## src/remote_link_consts.svh

```systemverilog
// constants for the remote link control register slice
// assumes inclusion by bare name from the design file
`ifndef REMOTE_LINK_CONSTS_SVH
`define REMOTE_LINK_CONSTS_SVH

// ----------------------------------------------------------------
// register offsets (byte addresses = index * 4)
// ----------------------------------------------------------------
`define IDX_PAR_HIGH     8'h55
`define IDX_PAR_LOW      8'h56
`define IDX_SELF_TEST    8'h57
`define IDX_CC_CONFIG    8'h58
`define IDX_RSVD_A       8'h59
`define IDX_RSVD_B       8'h5a
`define IDX_REMOTE_SERIALIZER_IDENTIFIER       8'h5b
`define IDX_CTRL         8'h80
`define IDX_IRQ_STATUS   8'h81
`define IDX_IRQ_MASK     8'h82

// ----------------------------------------------------------------
// fields and reset values
// ----------------------------------------------------------------
`define CFG_PASS_ALL     7
`define CFG_PASS_DECODE  6
`define CFG_ACK_ALL      5
`define CFG_BC_CAMERA    4
`define CFG_CRC_GEN      3
`define CFG_RESET        8'h18
`define RATE_2M5         2'h0
`define RATE_1M5625      2'h1
`define CTRL_PARITY_EN   0
`define CTRL_CAMERA_MODE 1
`define CTRL_RESET       8'h03
`define IRQ_PAR_ERR      0
`define IRQ_ID_LOAD      1
`define IRQ_BIST_ERR     2
`define IRQ_BITS         3

// ----------------------------------------------------------------
// back channel bit periods in clk cycles at 125 MHz
// ----------------------------------------------------------------
`define CLK_MHZ_X10000   1250000
`define RATE_2M5_X10000  25000
`define RATE_1M5_X10000  15625
`define BIT_CYC_2M5      (`CLK_MHZ_X10000 / `RATE_2M5_X10000)
`define BIT_CYC_1M5      (`CLK_MHZ_X10000 / `RATE_1M5_X10000)

`endif

```

## src/remote_link_pkg.sv

```systemverilog
// types for the remote link control register slice
// assumes remote_link_consts.svh is on the include path
package remote_link_pkg;

  typedef struct packed {
    logic       pass_all;
    logic       pass_decode;
    logic       ack_all;
    logic       bc_camera_enable;
    logic       reverse_crc_gen_enable;
    logic       reserved;
    logic [1:0] reverse_rate_select;
  } cc_config_t;

  typedef struct packed {
    logic       parity_error;
    logic       lock_valid;
    logic       bist_error;
    logic       id_valid;
    logic [6:0] id_value;
  } link_events_t;

  typedef struct packed {
    logic        forward_all;
    logic        forward_decoded;
    logic        auto_ack;
    logic        back_channel_on;
    logic        crc_append;
    logic [10:0] bit_cycles;
    logic        rate_settling;
  } bc_controls_t;

endpackage : remote_link_pkg

```

## src/remote_link_ctrl_regs.sv

```systemverilog
// register slice of a link deserializer: parity and self-test counts,
// control channel setup and remote serializer identifier capture.
// assumes an avalon-mm master on clk and event pulses from the receiver.
// Function
// - reading the parity count low byte clears it
// - parity errors counted since last lock or low-byte read
// - self-test error count readable as an 8-bit read-only register
// - pass-all bit forwards every I2C transaction to the serializer
// - decode pass-through forwards only address-matched transactions
// - acknowledge-all bit acknowledges every I2C write automatically
// - camera mode back channel follows enable bit; display always on
// - CRC generator bit appends CRC to back channel; resets to one
// - two-bit rate field; 00 is 2.5 Mbps, 01 is 1.5625 Mbps
// - errors after rate change are tolerated by both ends
// - serializer identifier normally loaded from remote information
// - freeze bit stops auto loading and keeps written identifier
// - reading the low byte also clears the high byte
//
// Local design decision: the Avalon-MM interface to the registers.
`timescale 1ns/1ns
`include "remote_link_consts.svh"

module remote_link_ctrl_regs (
  input  wire logic                        clk,
  input  wire logic                        rst_n,
  input  wire logic [9:0]                  avs_address,
  input  wire logic                        avs_read,
  input  wire logic                        avs_write,
  input  wire logic [31:0]                 avs_writedata,
  input  wire logic [3:0]                  avs_byteenable,
  output logic      [31:0]                 avs_readdata,
  output logic      [1:0]                  avs_response,
  output logic                             avs_waitrequest,
  input  wire remote_link_pkg::link_events_t events,
  input  wire logic                        decode_match,
  output remote_link_pkg::bc_controls_t    controls,
  output logic                             parity_check_enable,
  output logic                             irq
);

  // ----------------------------------------------------------------
  // bus access: one wait cycle, answer on the second cycle
  // ----------------------------------------------------------------
  logic        ack;
  logic        next_ack;
  logic [7:0]  idx;
  logic        word_ok;
  logic        rd_take;
  logic        wr_take;
  logic        lane0;

  assign idx     = avs_address[9:2];
  assign word_ok = (avs_address[1:0] == 2'h0);
  assign rd_take = avs_read && ack;
  assign wr_take = avs_write && ack && lane0;
  assign lane0   = avs_byteenable[0];
  assign avs_waitrequest = (avs_read || avs_write) && !ack;

  always_comb begin
    next_ack = (avs_read || avs_write) && !ack;
  end

  always_ff @(posedge clk or negedge rst_n) begin
    if (!rst_n) begin
      ack <= 1'b0;
    end else begin
      ack <= next_ack;
    end
  end

  // ----------------------------------------------------------------
  // counters: parity error count (16 bits) and self-test count
  // ----------------------------------------------------------------
  logic [15:0] par_count;
  logic [15:0] next_par_count;
  logic [7:0]  bist_count;
  logic [7:0]  next_bist_count;
  logic        low_read;

  assign low_read = rd_take && word_ok && (idx == `IDX_PAR_LOW);

  always_comb begin
    next_par_count = par_count;
    // lock or low read restarts the count; an error in that
    // cycle is the first of the new count so it is not lost
    if (low_read || events.lock_valid) begin
      next_par_count = {15'h0000, events.parity_error};
    end else if (events.parity_error &&
                 par_count != 16'hffff) begin
      next_par_count = par_count + 16'h0001;
    end
    next_bist_count = bist_count;
    if (events.bist_error && bist_count != 8'hff) begin
      next_bist_count = bist_count + 8'h01;
    end
  end

  always_ff @(posedge clk or negedge rst_n) begin
    if (!rst_n) begin
      par_count  <= 16'h0000;
      bist_count <= 8'h00;
    end else begin
      par_count  <= next_par_count;
      bist_count <= next_bist_count;
    end
  end

  // ----------------------------------------------------------------
  // configuration, identifier, control and interrupt registers
  // ----------------------------------------------------------------
  remote_link_pkg::cc_config_t cfg;
  remote_link_pkg::cc_config_t next_cfg;
  logic [7:0]  rsvd_a;
  logic [7:0]  next_rsvd_a;
  logic [7:0]  rsvd_b;
  logic [7:0]  next_rsvd_b;
  logic [6:0]  remote_serializer_identifier;
  logic [6:0]  next_remote_serializer_identifier;
  logic        id_freeze;
  logic        next_id_freeze;
  logic [7:0]  ctrl;
  logic [7:0]  next_ctrl;
  logic [`IRQ_BITS-1:0] irq_status;
  logic [`IRQ_BITS-1:0] next_irq_status;
  logic [`IRQ_BITS-1:0] irq_mask;
  logic [`IRQ_BITS-1:0] next_irq_mask;
  logic [`IRQ_BITS-1:0] irq_set;
  logic [7:0]  wbyte;
  logic        wsel_cfg;
  logic        wsel_id;
  logic        wsel_st;

  assign wbyte    = avs_writedata[7:0];
  assign wsel_cfg = wr_take && word_ok && (idx == `IDX_CC_CONFIG);
  assign wsel_id  = wr_take && word_ok && (idx == `IDX_REMOTE_SERIALIZER_IDENTIFIER);
  assign wsel_st  = wr_take && word_ok && (idx == `IDX_IRQ_STATUS);
  assign irq_set  = {events.bist_error,
                     events.id_valid && !id_freeze,
                     events.parity_error};

  always_comb begin
    next_cfg        = cfg;
    next_rsvd_a     = rsvd_a;
    next_rsvd_b     = rsvd_b;
    next_remote_serializer_identifier     = remote_serializer_identifier;
    next_id_freeze  = id_freeze;
    next_ctrl       = ctrl;
    next_irq_mask   = irq_mask;
    if (wsel_cfg) begin
      next_cfg = remote_link_pkg::cc_config_t'(wbyte);
    end
    if (wr_take && word_ok && idx == `IDX_RSVD_A) begin
      next_rsvd_a = wbyte;
    end
    if (wr_take && word_ok && idx == `IDX_RSVD_B) begin
      next_rsvd_b = wbyte;
    end
    if (wr_take && word_ok && idx == `IDX_CTRL) begin
      next_ctrl = wbyte;
    end
    if (wr_take && word_ok && idx == `IDX_IRQ_MASK) begin
      next_irq_mask = wbyte[`IRQ_BITS-1:0];
    end
    // a software write wins over a same-cycle remote load
    if (wsel_id) begin
      next_remote_serializer_identifier    = wbyte[7:1];
      next_id_freeze = wbyte[0];
    end else if (events.id_valid && !id_freeze) begin
      next_remote_serializer_identifier = events.id_value;
    end
    next_irq_status = irq_status;
    if (wsel_st) begin
      next_irq_status = irq_status & ~wbyte[`IRQ_BITS-1:0];
    end
    next_irq_status = next_irq_status | irq_set;
  end

  always_ff @(posedge clk or negedge rst_n) begin
    if (!rst_n) begin
      cfg        <= remote_link_pkg::cc_config_t'(`CFG_RESET);
      rsvd_a     <= 8'h00;
      rsvd_b     <= 8'h00;
      remote_serializer_identifier     <= 7'h00;
      id_freeze  <= 1'b0;
      ctrl       <= `CTRL_RESET;
      irq_status <= '0;
      irq_mask   <= '0;
    end else begin
      cfg        <= next_cfg;
      rsvd_a     <= next_rsvd_a;
      rsvd_b     <= next_rsvd_b;
      remote_serializer_identifier     <= next_remote_serializer_identifier;
      id_freeze  <= next_id_freeze;
      ctrl       <= next_ctrl;
      irq_status <= next_irq_status;
      irq_mask   <= next_irq_mask;
    end
  end

  assign irq = |(irq_status & irq_mask);
  assign parity_check_enable = ctrl[`CTRL_PARITY_EN];

  // ----------------------------------------------------------------
  // rate change settle window: errors are expected, flagged to link
  // ----------------------------------------------------------------
  logic [5:0] settle;
  logic [5:0] next_settle;

  always_comb begin
    next_settle = settle;
    if (wsel_cfg && wbyte[1:0] != cfg.reverse_rate_select) begin
      next_settle = 6'h3f;
    end else if (settle != 6'h00) begin
      next_settle = settle - 6'h01;
    end
  end

  always_ff @(posedge clk or negedge rst_n) begin
    if (!rst_n) begin
      settle <= 6'h00;
    end else begin
      settle <= next_settle;
    end
  end

  // ----------------------------------------------------------------
  // controls toward the control channel and back channel
  // ----------------------------------------------------------------
  remote_link_pkg::bc_controls_t next_controls;

  always_comb begin
    next_controls.forward_all     = cfg.pass_all;
    next_controls.forward_decoded = cfg.pass_decode &&
                                    decode_match;
    next_controls.auto_ack        = cfg.ack_all;
    next_controls.back_channel_on =
      !ctrl[`CTRL_CAMERA_MODE] || cfg.bc_camera_enable;
    next_controls.crc_append = cfg.reverse_crc_gen_enable;
    // reserved codes keep the default rate
    next_controls.bit_cycles =
      (cfg.reverse_rate_select == `RATE_1M5625) ?
      11'(`BIT_CYC_1M5) : 11'(`BIT_CYC_2M5);
    next_controls.rate_settling = (settle != 6'h00);
  end

  always_ff @(posedge clk or negedge rst_n) begin
    if (!rst_n) begin
      controls <= '0;
    end else begin
      controls <= next_controls;
    end
  end

  // ----------------------------------------------------------------
  // read data
  // ----------------------------------------------------------------
  logic [31:0] next_rdata;
  logic [1:0]  next_resp;
  logic        hit;

  always_comb begin
    next_rdata = 32'h0000_0000;
    hit        = word_ok;
    unique case (idx)
      `IDX_PAR_HIGH:   next_rdata[7:0] = par_count[15:8];
      `IDX_PAR_LOW:    next_rdata[7:0] = par_count[7:0];
      `IDX_SELF_TEST:  next_rdata[7:0] = bist_count;
      `IDX_CC_CONFIG:  next_rdata[7:0] = cfg;
      `IDX_RSVD_A:     next_rdata[7:0] = rsvd_a;
      `IDX_RSVD_B:     next_rdata[7:0] = rsvd_b;
      `IDX_REMOTE_SERIALIZER_IDENTIFIER:     next_rdata[7:0] = {remote_serializer_identifier, id_freeze};
      `IDX_CTRL:       next_rdata[7:0] = ctrl;
      `IDX_IRQ_STATUS: next_rdata[`IRQ_BITS-1:0] = irq_status;
      `IDX_IRQ_MASK:   next_rdata[`IRQ_BITS-1:0] = irq_mask;
      default:         hit = 1'b0;
    endcase
    if (!hit) begin
      next_rdata = 32'h0000_0000;
    end
    next_resp = hit ? 2'h0 : 2'h2;
  end

  // read data settle during the wait cycle and stand when waitrequest
  // drops; registered to keep the data output off combinational paths
  always_ff @(posedge clk or negedge rst_n) begin
    if (!rst_n) begin
      avs_readdata <= 32'h0000_0000;
      avs_response <= 2'h0;
    end else begin
      avs_readdata <= next_rdata;
      avs_response <= next_resp;
    end
  end
endmodule : remote_link_ctrl_regs

```

## config.mk

```make
export PLATFORM = sky130hd
export DESIGN_NAME = remote_link_ctrl_regs
export DESIGN_NICKNAME = d
export VERILOG_FILES = /design/src/remote_link_pkg.sv /design/src/remote_link_ctrl_regs.sv
export VERILOG_INCLUDE_DIRS = /design/src
export SDC_FILE = /design/constraint.sdc
export NUM_CORES = 1
export LEC_CHECK = 0
export ABC_AREA = 1
export BUFFER_PORTS_ARGS = -buffer_cell sky130_fd_sc_hd__clkbuf_2
export CAP_MARGIN = 20
export CORE_MARGIN = 10
export CORE_UTILIZATION = 55
export CTS_CLUSTER_SIZE = 10
export DETAILED_ROUTE_END_ITERATION = 6
export HOLD_SLACK_MARGIN = 0.1
export PLACE_DENSITY_LB_ADDON = 0.3
export SLEW_MARGIN = 10
export SYNTH_ARGS = -nofsm -noshare
export SYNTH_HDL_FRONTEND = slang
export SYNTH_SLANG_ARGS = --single-unit
export TNS_END_PERCENT = 30
```

## constraint.sdc

```tcl
create_clock -name clk -period 2.2 [get_ports clk]
set_clock_uncertainty 0.1 [all_clocks]
set_input_delay 0.22 -clock clk [delete_from_list [all_inputs] [get_ports clk]]
set_output_delay 0.22 -clock clk [all_outputs]
set_load 0.005 [all_outputs]
```

# --- Yosys cells after proc, flatten, opt, wreduce, memory -nomap -nowiden ---
# Cells that the tools add are included.
totals:
  output_inout_bits: 54
  input_bits: 62
  ff_bits: 124
  wordCells: 93
classes:
  n_eq_ne: 14
  muxes: 13
  bitwise: 4
  n_reduce_logical: 32
  add_sub_neg: 3
ops:
  columns: ["operator", "count"]
  rows:
  - ["$eq A8 B7 Y1 const B", 7]
  - ["$pmux W5 S8", 1]
  - ["$mux W16", 2]
  - ["$pmux W3 S10", 1]
  - ["$eq A8 B8 Y1 const B", 3]
  - ["$mux W7", 3]
  - ["$logic_and A1 B1 Y1", 19]
  - ["$add A16 B1 Y16 const B", 1]
  - ["$ne A16 B16 Y1 const B", 1]
  - ["$mux W6", 2]
  - ["$reduce_or A10 Y1", 1]
  - ["$add A8 B1 Y8 const B", 1]
  - ["$mux W8", 1]
  - ["$ne A8 B8 Y1 const B", 1]
  - ["$and A3 B3 Y3", 2]
  - ["$reduce_bool A2 Y1", 3]
  - ["$reduce_bool A6 Y1", 1]
  - ["$sub A6 B1 Y6 const B", 1]
  - ["$logic_not A1 Y1", 3]
  - ["$logic_or A1 B1 Y1", 3]
  - ["$mux W3", 1]
  - ["$not A3 Y3", 1]
  - ["$or A3 B3 Y3", 1]
  - ["$reduce_or A3 Y1", 1]
  - ["5 further kinds", 5]

# --- Depth between registers and ports, before layout ---
# Gate-level depths: netlist of the first run.
logic_depth:
  ltp_word: 6
  mapped_depth: 10
  ltp_nobuf: 10

# --- Worst setup path before layout of the first run ---
# No wires, ideal clock.
synth_path:
  path_kind: "reg2reg"
  from: "register par_count[0]"
  to: "register par_count[12]"
  setup_ns: 0.073
  required_time_ns: 2.027
  arrival_ns: 1.432
  stages_incl_launch_ff: 10
  path_slack_ns: 0.595
  path_buffers: 1
  path_cell_list: "dfrtp_1 -> ha_1 -> nand2_1 -> nor2_4 -> nand2_4 -> nor2_4 -> nor2_4 -> buf_2 -> nand2_1 -> a21oi_2"
synth_between:
  elab_chain_len: 3
synth_lines:
  columns: ["element", "line", "rtl"]
  rows:
  - ["start, declared", "remote_link_ctrl_regs.sv:74", "logic [15:0] par_count;"]
  - ["start signal, assigned", "remote_link_ctrl_regs.sv:103", "par_count <= next_par_count;"]
  - ["$add A16 B1 Y16 / $ne A16 B16 Y1 (equally long branches)", "remote_link_ctrl_regs.sv:90, remote_link_ctrl_regs.sv:89", null]
  - ["$mux W16 / $logic_and A1 B1 Y1 (equally long branches)", "remote_link_ctrl_regs.sv:88", "end else if (events.parity_error &&"]
  - ["$mux W16 / $reduce_bool A2 Y1 (equally long branches)", null, null]
# Several ways; a longest one is shown, not always the timed one. The select of a mux whose other input is x is not followed.
# A chain may end at the register's enable or synchronous reset.

# --- Worst setup path after layout of the first run ---
layout_path:
  from: "input port avs_write"
  to: "output port avs_waitrequest"
layout_between:
  elab_chain_len: 2
layout_lines:
  columns: ["element", "line", "rtl"]
  rows:
  - ["start, declared", "remote_link_ctrl_regs.sv:28", "input wire logic avs_write,"]
  - ["$logic_or A1 B1 Y1", "remote_link_ctrl_regs.sv:57", "assign avs_waitrequest = (avs_read || avs_write) && !ack;"]
  - ["$logic_and A1 B1 Y1", "remote_link_ctrl_regs.sv:57", null]
  - ["end, declared", "remote_link_ctrl_regs.sv:33", "output logic avs_waitrequest,"]
# No other way between the ends.

==> impl_metrics.env, run 1 <==
export IMPL_status="finished clean"
export IMPL_busiest_layer="met2"
export IMPL_cts_clk_slew_worst_paths_ns=0.09
export IMPL_yosys_area_top_type="dfrtp_1"
export IMPL_syn_instance_count=660
export IMPL_grt_setup_unrepaired="no"
export IMPL_arrival_ns=1.80
export IMPL_synth_warnings=0
export IMPL_wl_um=12800
export IMPL_grt_max_degree=56
export IMPL_drt_iter0_markers=318
export IMPL_vdd_drop_max_uv=389
export IMPL_die_height_um=118
export IMPL_port_buffers=56
export IMPL_cp_required_ns=1.88
export IMPL_fin_crit_sh=0.961
export IMPL_postRouteAntennaNets=0
export IMPL_cts_root_buf="clkbuf_8"
export IMPL_syn_avg_cell_area_um2=7.97
export IMPL_synth_distinct_cells=34
export IMPL_drive_gt1_frac=0.187
export IMPL_endpoint_kind="output pin"
export IMPL_cts_sinks=95
export IMPL_slew_viol_final=0
export IMPL_netlist_top_cells_area="dfrtp_1 (43%), nand2_1 (13%), nand3_1 (8.0%)"
export IMPL_ys_seq_area_frac=0.453
export IMPL_final_cell_area_um2=6000
export IMPL_leakagePower_uw=0.00301
export IMPL_start_kind="input port"
export IMPL_drc=0
export IMPL_hold_viol=0
export IMPL_dp_cells=838
export IMPL_holdCritPathClass="in -> async"
export IMPL_num_rows=35
export IMPL_dpl_hpwl_um=9750
export IMPL_num_antenna_cells=0
export IMPL_wl_per_cell_um=14.6
export IMPL_first_pass_iters=5
export IMPL_track_usage=0.183
export IMPL_p_per_area_nw_per_um2=660
export IMPL_cts_tree="yes"
export IMPL_finalSetupViolCount=0
export IMPL_antenna_found_initial=0
export IMPL_place_area_um2=5540
export IMPL_io_pin_count=116
export IMPL_syn_area_um2=5260
export IMPL_area_delta_synth_final_pct=14.1
export IMPL_yosysTopAreaCellShare=0.433
export IMPL_crit_type="in -> out"
export IMPL_die_area_um2=13900
export IMPL_grt_overflow_total=0
export IMPL_core_area_um2=9280
export IMPL_grt_util_met1=0.231
export IMPL_final_cell_mix="nand2_1 (184), dfrtp_1 (91), nand3_1 (84)"
export IMPL_cts_buffers=9
export IMPL_cts_max_level=3
export IMPL_finalNonFillerCells=877
export IMPL_gp_congestion=0.836
export IMPL_met3_usage=0.0374
export IMPL_grt_pass1_vias=4434
export IMPL_timing_setup_tns_ns=0
export IMPL_nNetsFinal=808
export IMPL_timing_fmax_mhz=473
export IMPL_grt_first_pass_wirelength_um=21400
export IMPL_start_util=0.567
export IMPL_postCtsSetupBuffers=0
export IMPL_met2_usage=0.310
export IMPL_cp_cell_sequence="dlygate4sd3_1, clkbuf_2, nor2_1, dlygate4sd3_1, nor2_1, clkbuf_2"
export IMPL_cp_max_fo=2
export IMPL_synth_seq_cells=95
export IMPL_cap_violations=0
export IMPL_finalCriticalPeriod_ns=2.12
export IMPL_fp_dieW_um=118
export IMPL_via_per_inst=5.13
export IMPL_layout_commonest_cell="nand2_1"
export IMPL_worst_path_largest_cell_delay_ns=0.56
export IMPL_clock_latency_ns=0.36
export IMPL_crit_path_top_delay_cell="dlygate4sd3_1"
export IMPL_clockBufferDepth=2
export IMPL_vias=4497
-- sequential cells by signal, summed over array words and instances (netlist names), 3 cells and up --
signal	cells
irq_status	3
rsvd_b	8
par_count	16
bist_count	8
remote_serializer_identifier	7
irq_mask	3
rsvd_a	8
avs_readdata	8
controls	9
ctrl	8
cfg	8
settle	6
-- synth_stat cells, drive strengths merged --
cell type  number
nand2         198
o22ai           1
clkinv          1
xnor2           3
inv            60
a21oi          13
nand3          89
nor3           10
conb            2
nand4          11
o21ai          50
dfrtp          91
ha              3
nor2           69
xor2            7
dfstp           4
nand3b          1
o211ai          2
buf            45
-- what timing repair did --
item | in CTS | in global routing
hold buffers | 23 | 0
endpoints found under the setup margin | 0 | 5
hold endpoints to repair | 117 | 0
resized for setup | 0 | 2
-- through the flow --
step	utilization	worst slack, ns	hold slack, ns	total power [uW]
6_report	0.646	0.0847	0.126	3960
5_1_grt	0.646	0.0229	0.134	4190
3_3_place_gp	0.596	0.447	-0.0313	2620
3_5_place_dp	0.596	0.417	-0.0304	2660
2_1_floorplan	-	0.595	-0.176	2490
4_1_cts	0.645	0.0927	0.118	3980
-- critical path, delay by kind of cell --
family | cells | cell delay, ns
buffers and inverters | 4 | 1.39
and+or+nand+nor | 2 | 0.19
-- final timing paths --
| kind | from | slack, ns | cells after the start | endpoint |
|---|---|---|---|---|
| max reg2reg | ack | 0.26 | 8 | remote_serializer_identifier[0] |
| min | rst_n | 0.13 | 2 | controls[15] |
| max | avs_write | 0.08 | 6 | avs_waitrequest |
| min reg2reg | cfg[3] | 0.33 | 0 | controls[12] |
| min in group clk | avs_address[0] | 0.13 | 4 | avs_readdata[7] |
| max in group asynchronous | rst_n | 1.22 | 3 | cfg[4] |
-- layer usage --
layer | up-vias | wire length [um]
met5 | - | 0
met4 | 0 | 128
met3 | 15 | 590
met2 | 125 | 6400
met1 | 2134 | 5660
li1 | 2223 | -
-- cell families (layout without fill, tap and decap cells) --
logic type / after synthesis / count (layout) / share of synthesized area
buffers and inverters: 106 / 163 / 0.112
adders and majority gates: 3 / 3 / 0.00714
other: 2 / 33 / 0.00143
DFF: 95 / 95 / 0.453
AOI/OAI and AO/OA: 66 / 66 / 0.0761
and+or+nand+nor: 378 / 378 / 0.333
xor gates and xnor gates: 10 / 10 / 0.0167
-- power by group --
| group | total, uW | internal (uW) | switching, uW |
|---|---|---|---|
| Clock | 1290 | 674 | 613 |
| Sequential | 2030 | 1890 | 139 |
| Combinational | 641 | 252 | 390 |
| Total | 3960 | 2820 | 1140 |
-- cell type report --
type / instances / area (um2)
clock buffers: 11 / 141
clock inverters: 5 / 81.3
fillers: 804 / 3280
inverters: 61 / 230
multi-input cells: 490 / 2410
flip-flops and latches: 95 / 2380
well taps: 129 / 161
repair buffers: 86 / 591
(Power assumes the default switching activity.)
==> run 2: changes to the inputs <==
- PLACE_DENSITY: not set -> 0.89
- PLACE_DENSITY_LB_ADDON: 0.3 -> not set
==> run 2 against run 1 <==
Against the previous run: critical path depth is 2 higher; fmax is 0.75% lower; sequential share of layout area rose by 0.17 points; cell count decreased by 0.11%; worst setup slack got worse by 0.016 ns; clock power about the same; worst hold slack got worse by 0.016 ns; via count up 4.3%; utilization is 0.27 points lower; global-route usage is 0.76 points higher.
==> impl_metrics.env, run 2 (same netlist as run 1, synthesis figures left out) <==
export IMPL_leakagePower_uw=0.00300
export IMPL_fp_dieW_um=118
export IMPL_hold_start="events[9]"
export IMPL_fin_ws_ns=0.0687
export IMPL_power_total_uw=3950
export IMPL_vdd_drop_max_uv=404
export IMPL_dpl_hpwl_um=9970
export IMPL_start_util=0.567
export IMPL_clock_latency_ns=0.37
export IMPL_via_per_inst=5.35
export IMPL_cts_buffers=9
export IMPL_grt_overflow_total=0
export IMPL_finalSetupViolCount=0
export IMPL_wl_um=13400
export IMPL_first_pass_iters=6
export IMPL_cts_resized=0
export IMPL_num_rows=35
export IMPL_r2r_start="ack"
export IMPL_core_area_um2=9280
export IMPL_cap_violations=0
export IMPL_drt_iter0_markers=393
export IMPL_track_usage=0.190
export IMPL_gp_congestion=0.886
export IMPL_postRouteAntennaNets=0
export IMPL_cts_root_buf="clkbuf_8"
export IMPL_area_delta_synth_final_pct=13.6
export IMPL_holdCritPathClass="in -> reg"
export IMPL_hold_viol=0
export IMPL_grt_first_pass_wirelength_um=22300
export IMPL_cts_max_level=3
export IMPL_die_height_um=118
export IMPL_hold_end="par_count[0]"
export IMPL_cts_sinks=95
export IMPL_multi_input_area_um2=2400
export IMPL_port_buffers=56
export IMPL_grt_pass1_vias=4624
export IMPL_largest_reg_flops=16
export IMPL_antenna_found_initial=0
export IMPL_final_cell_area_um2=5980
export IMPL_whs_path_depth=5
export IMPL_dp_slack_ns=0.361
export IMPL_regToRegSetupSlack_ns=0.07
export IMPL_regArea_um2=2380
export IMPL_status="finished clean"
export IMPL_nNetsFinal=807
export IMPL_cts_clk_slew_worst_paths_ns=0.09
export IMPL_arrival_ns=2.29
export IMPL_nFillCells=769
export IMPL_finalCriticalPeriod_ns=2.13
export IMPL_io_pin_count=116
export IMPL_die_area_um2=13900
export IMPL_drc=0
export IMPL_endpoint_kind="flip-flop"
export IMPL_vias=4690
export IMPL_start_kind="flip-flop"
export IMPL_timing_rr_end="remote_serializer_identifier[0]"
export IMPL_cp_required_ns=2.35
export IMPL_top_regs="par_count: 16 flops, controls: 9 flops"
export IMPL_r2r_cells=8
export IMPL_place_area_um2=5520
export IMPL_clockBufferDepth=2
export IMPL_grt_max_degree=38
export IMPL_wl_per_cell_um=15.3
export IMPL_final_cell_mix="nand2_1 (184), dfrtp_1 (91), nand3_1 (84)"
export IMPL_timing_fmax_mhz=469
export IMPL_p_per_area_nw_per_um2=661
export IMPL_cts_tree="yes"
export IMPL_fin_crit_sh=0.969
export IMPL_layout_commonest_cell="nand2_1"
export IMPL_largest_register="par_count"
export IMPL_cp_max_fo=10
export IMPL_slew_viol_final=0
export IMPL_num_antenna_cells=0
export IMPL_startpoint="ack"
export IMPL_drive_gt1_frac=0.187
export IMPL_crit_type="reg -> reg"
run 2: worst max-delay path, cell delays in order, from the launching register on:
cell and delay [ns]:
dfrtp_1 0.40, nand4_2 0.27, nor2_4 0.26, inv_2 0.13, nand2_2 0.09, inv_2 0.07, nand2_1 0.06, nand3_1 0.07
dlygate4sd3_1 0.58
run 2: cell type report:
cell class              instances  area share
multi-input cells             490       0.402
clock inverters                 7      0.0159
inverters                      61      0.0385
flip-flops and latches         95       0.399
clock buffers                   9      0.0207
well taps                     129      0.0270
repair buffers                 85      0.0971
run 2: repair_timing:
action,in CTS,in global routing
setup buffers,0,2
hold endpoints to repair,68,0
hold buffers,22,0
setup endpoints to repair,0,6
run 2: per-layer routing:
layer,wire [um],up-vias,GRT usage
met4,231,0,0.0556
met2,7020,203,0.342
li1,-,2221,-
met3,915,22,0.0360
met1,5270,2244,0.224
met5,0,-,0
run 2: worst max path at each step:
stage                                       to  slack (ns)  depth (start not counted)
6_report       remote_serializer_identifier[0]        0.07                          8
5_1_grt        remote_serializer_identifier[0]       -0.02                          7
2_1_floorplan                    par_count[12]        0.59                          9
4_1_cts        remote_serializer_identifier[5]        0.05                          8
3_3_place_gp                     par_count[13]        0.42                         10
3_5_place_dp                      par_count[0]        0.36                         10
run 2: per-stage QoR:
stage / hold WS (ns) / cells / TNS [ns] / utilization
2_1_floorplan: -0.176 / 691 / 0 / -
3_3_place_gp: 0.111 / 836 / 0 / 0.595
3_5_place_dp: 0.120 / 836 / 0 / 0.595
4_1_cts: 0.113 / 874 / 0 / 0.642
5_1_grt: 0.142 / 876 / -0.0244 / 0.644
6_report: 0.110 / 876 / 0 / 0.644
run 2: report_power, final:
part	total (uW)	internal (uW)	switching, uW
combinational	645	249	396
clock	1280	642	635
sequential	2030	1890	133
total	3950	2780	1160
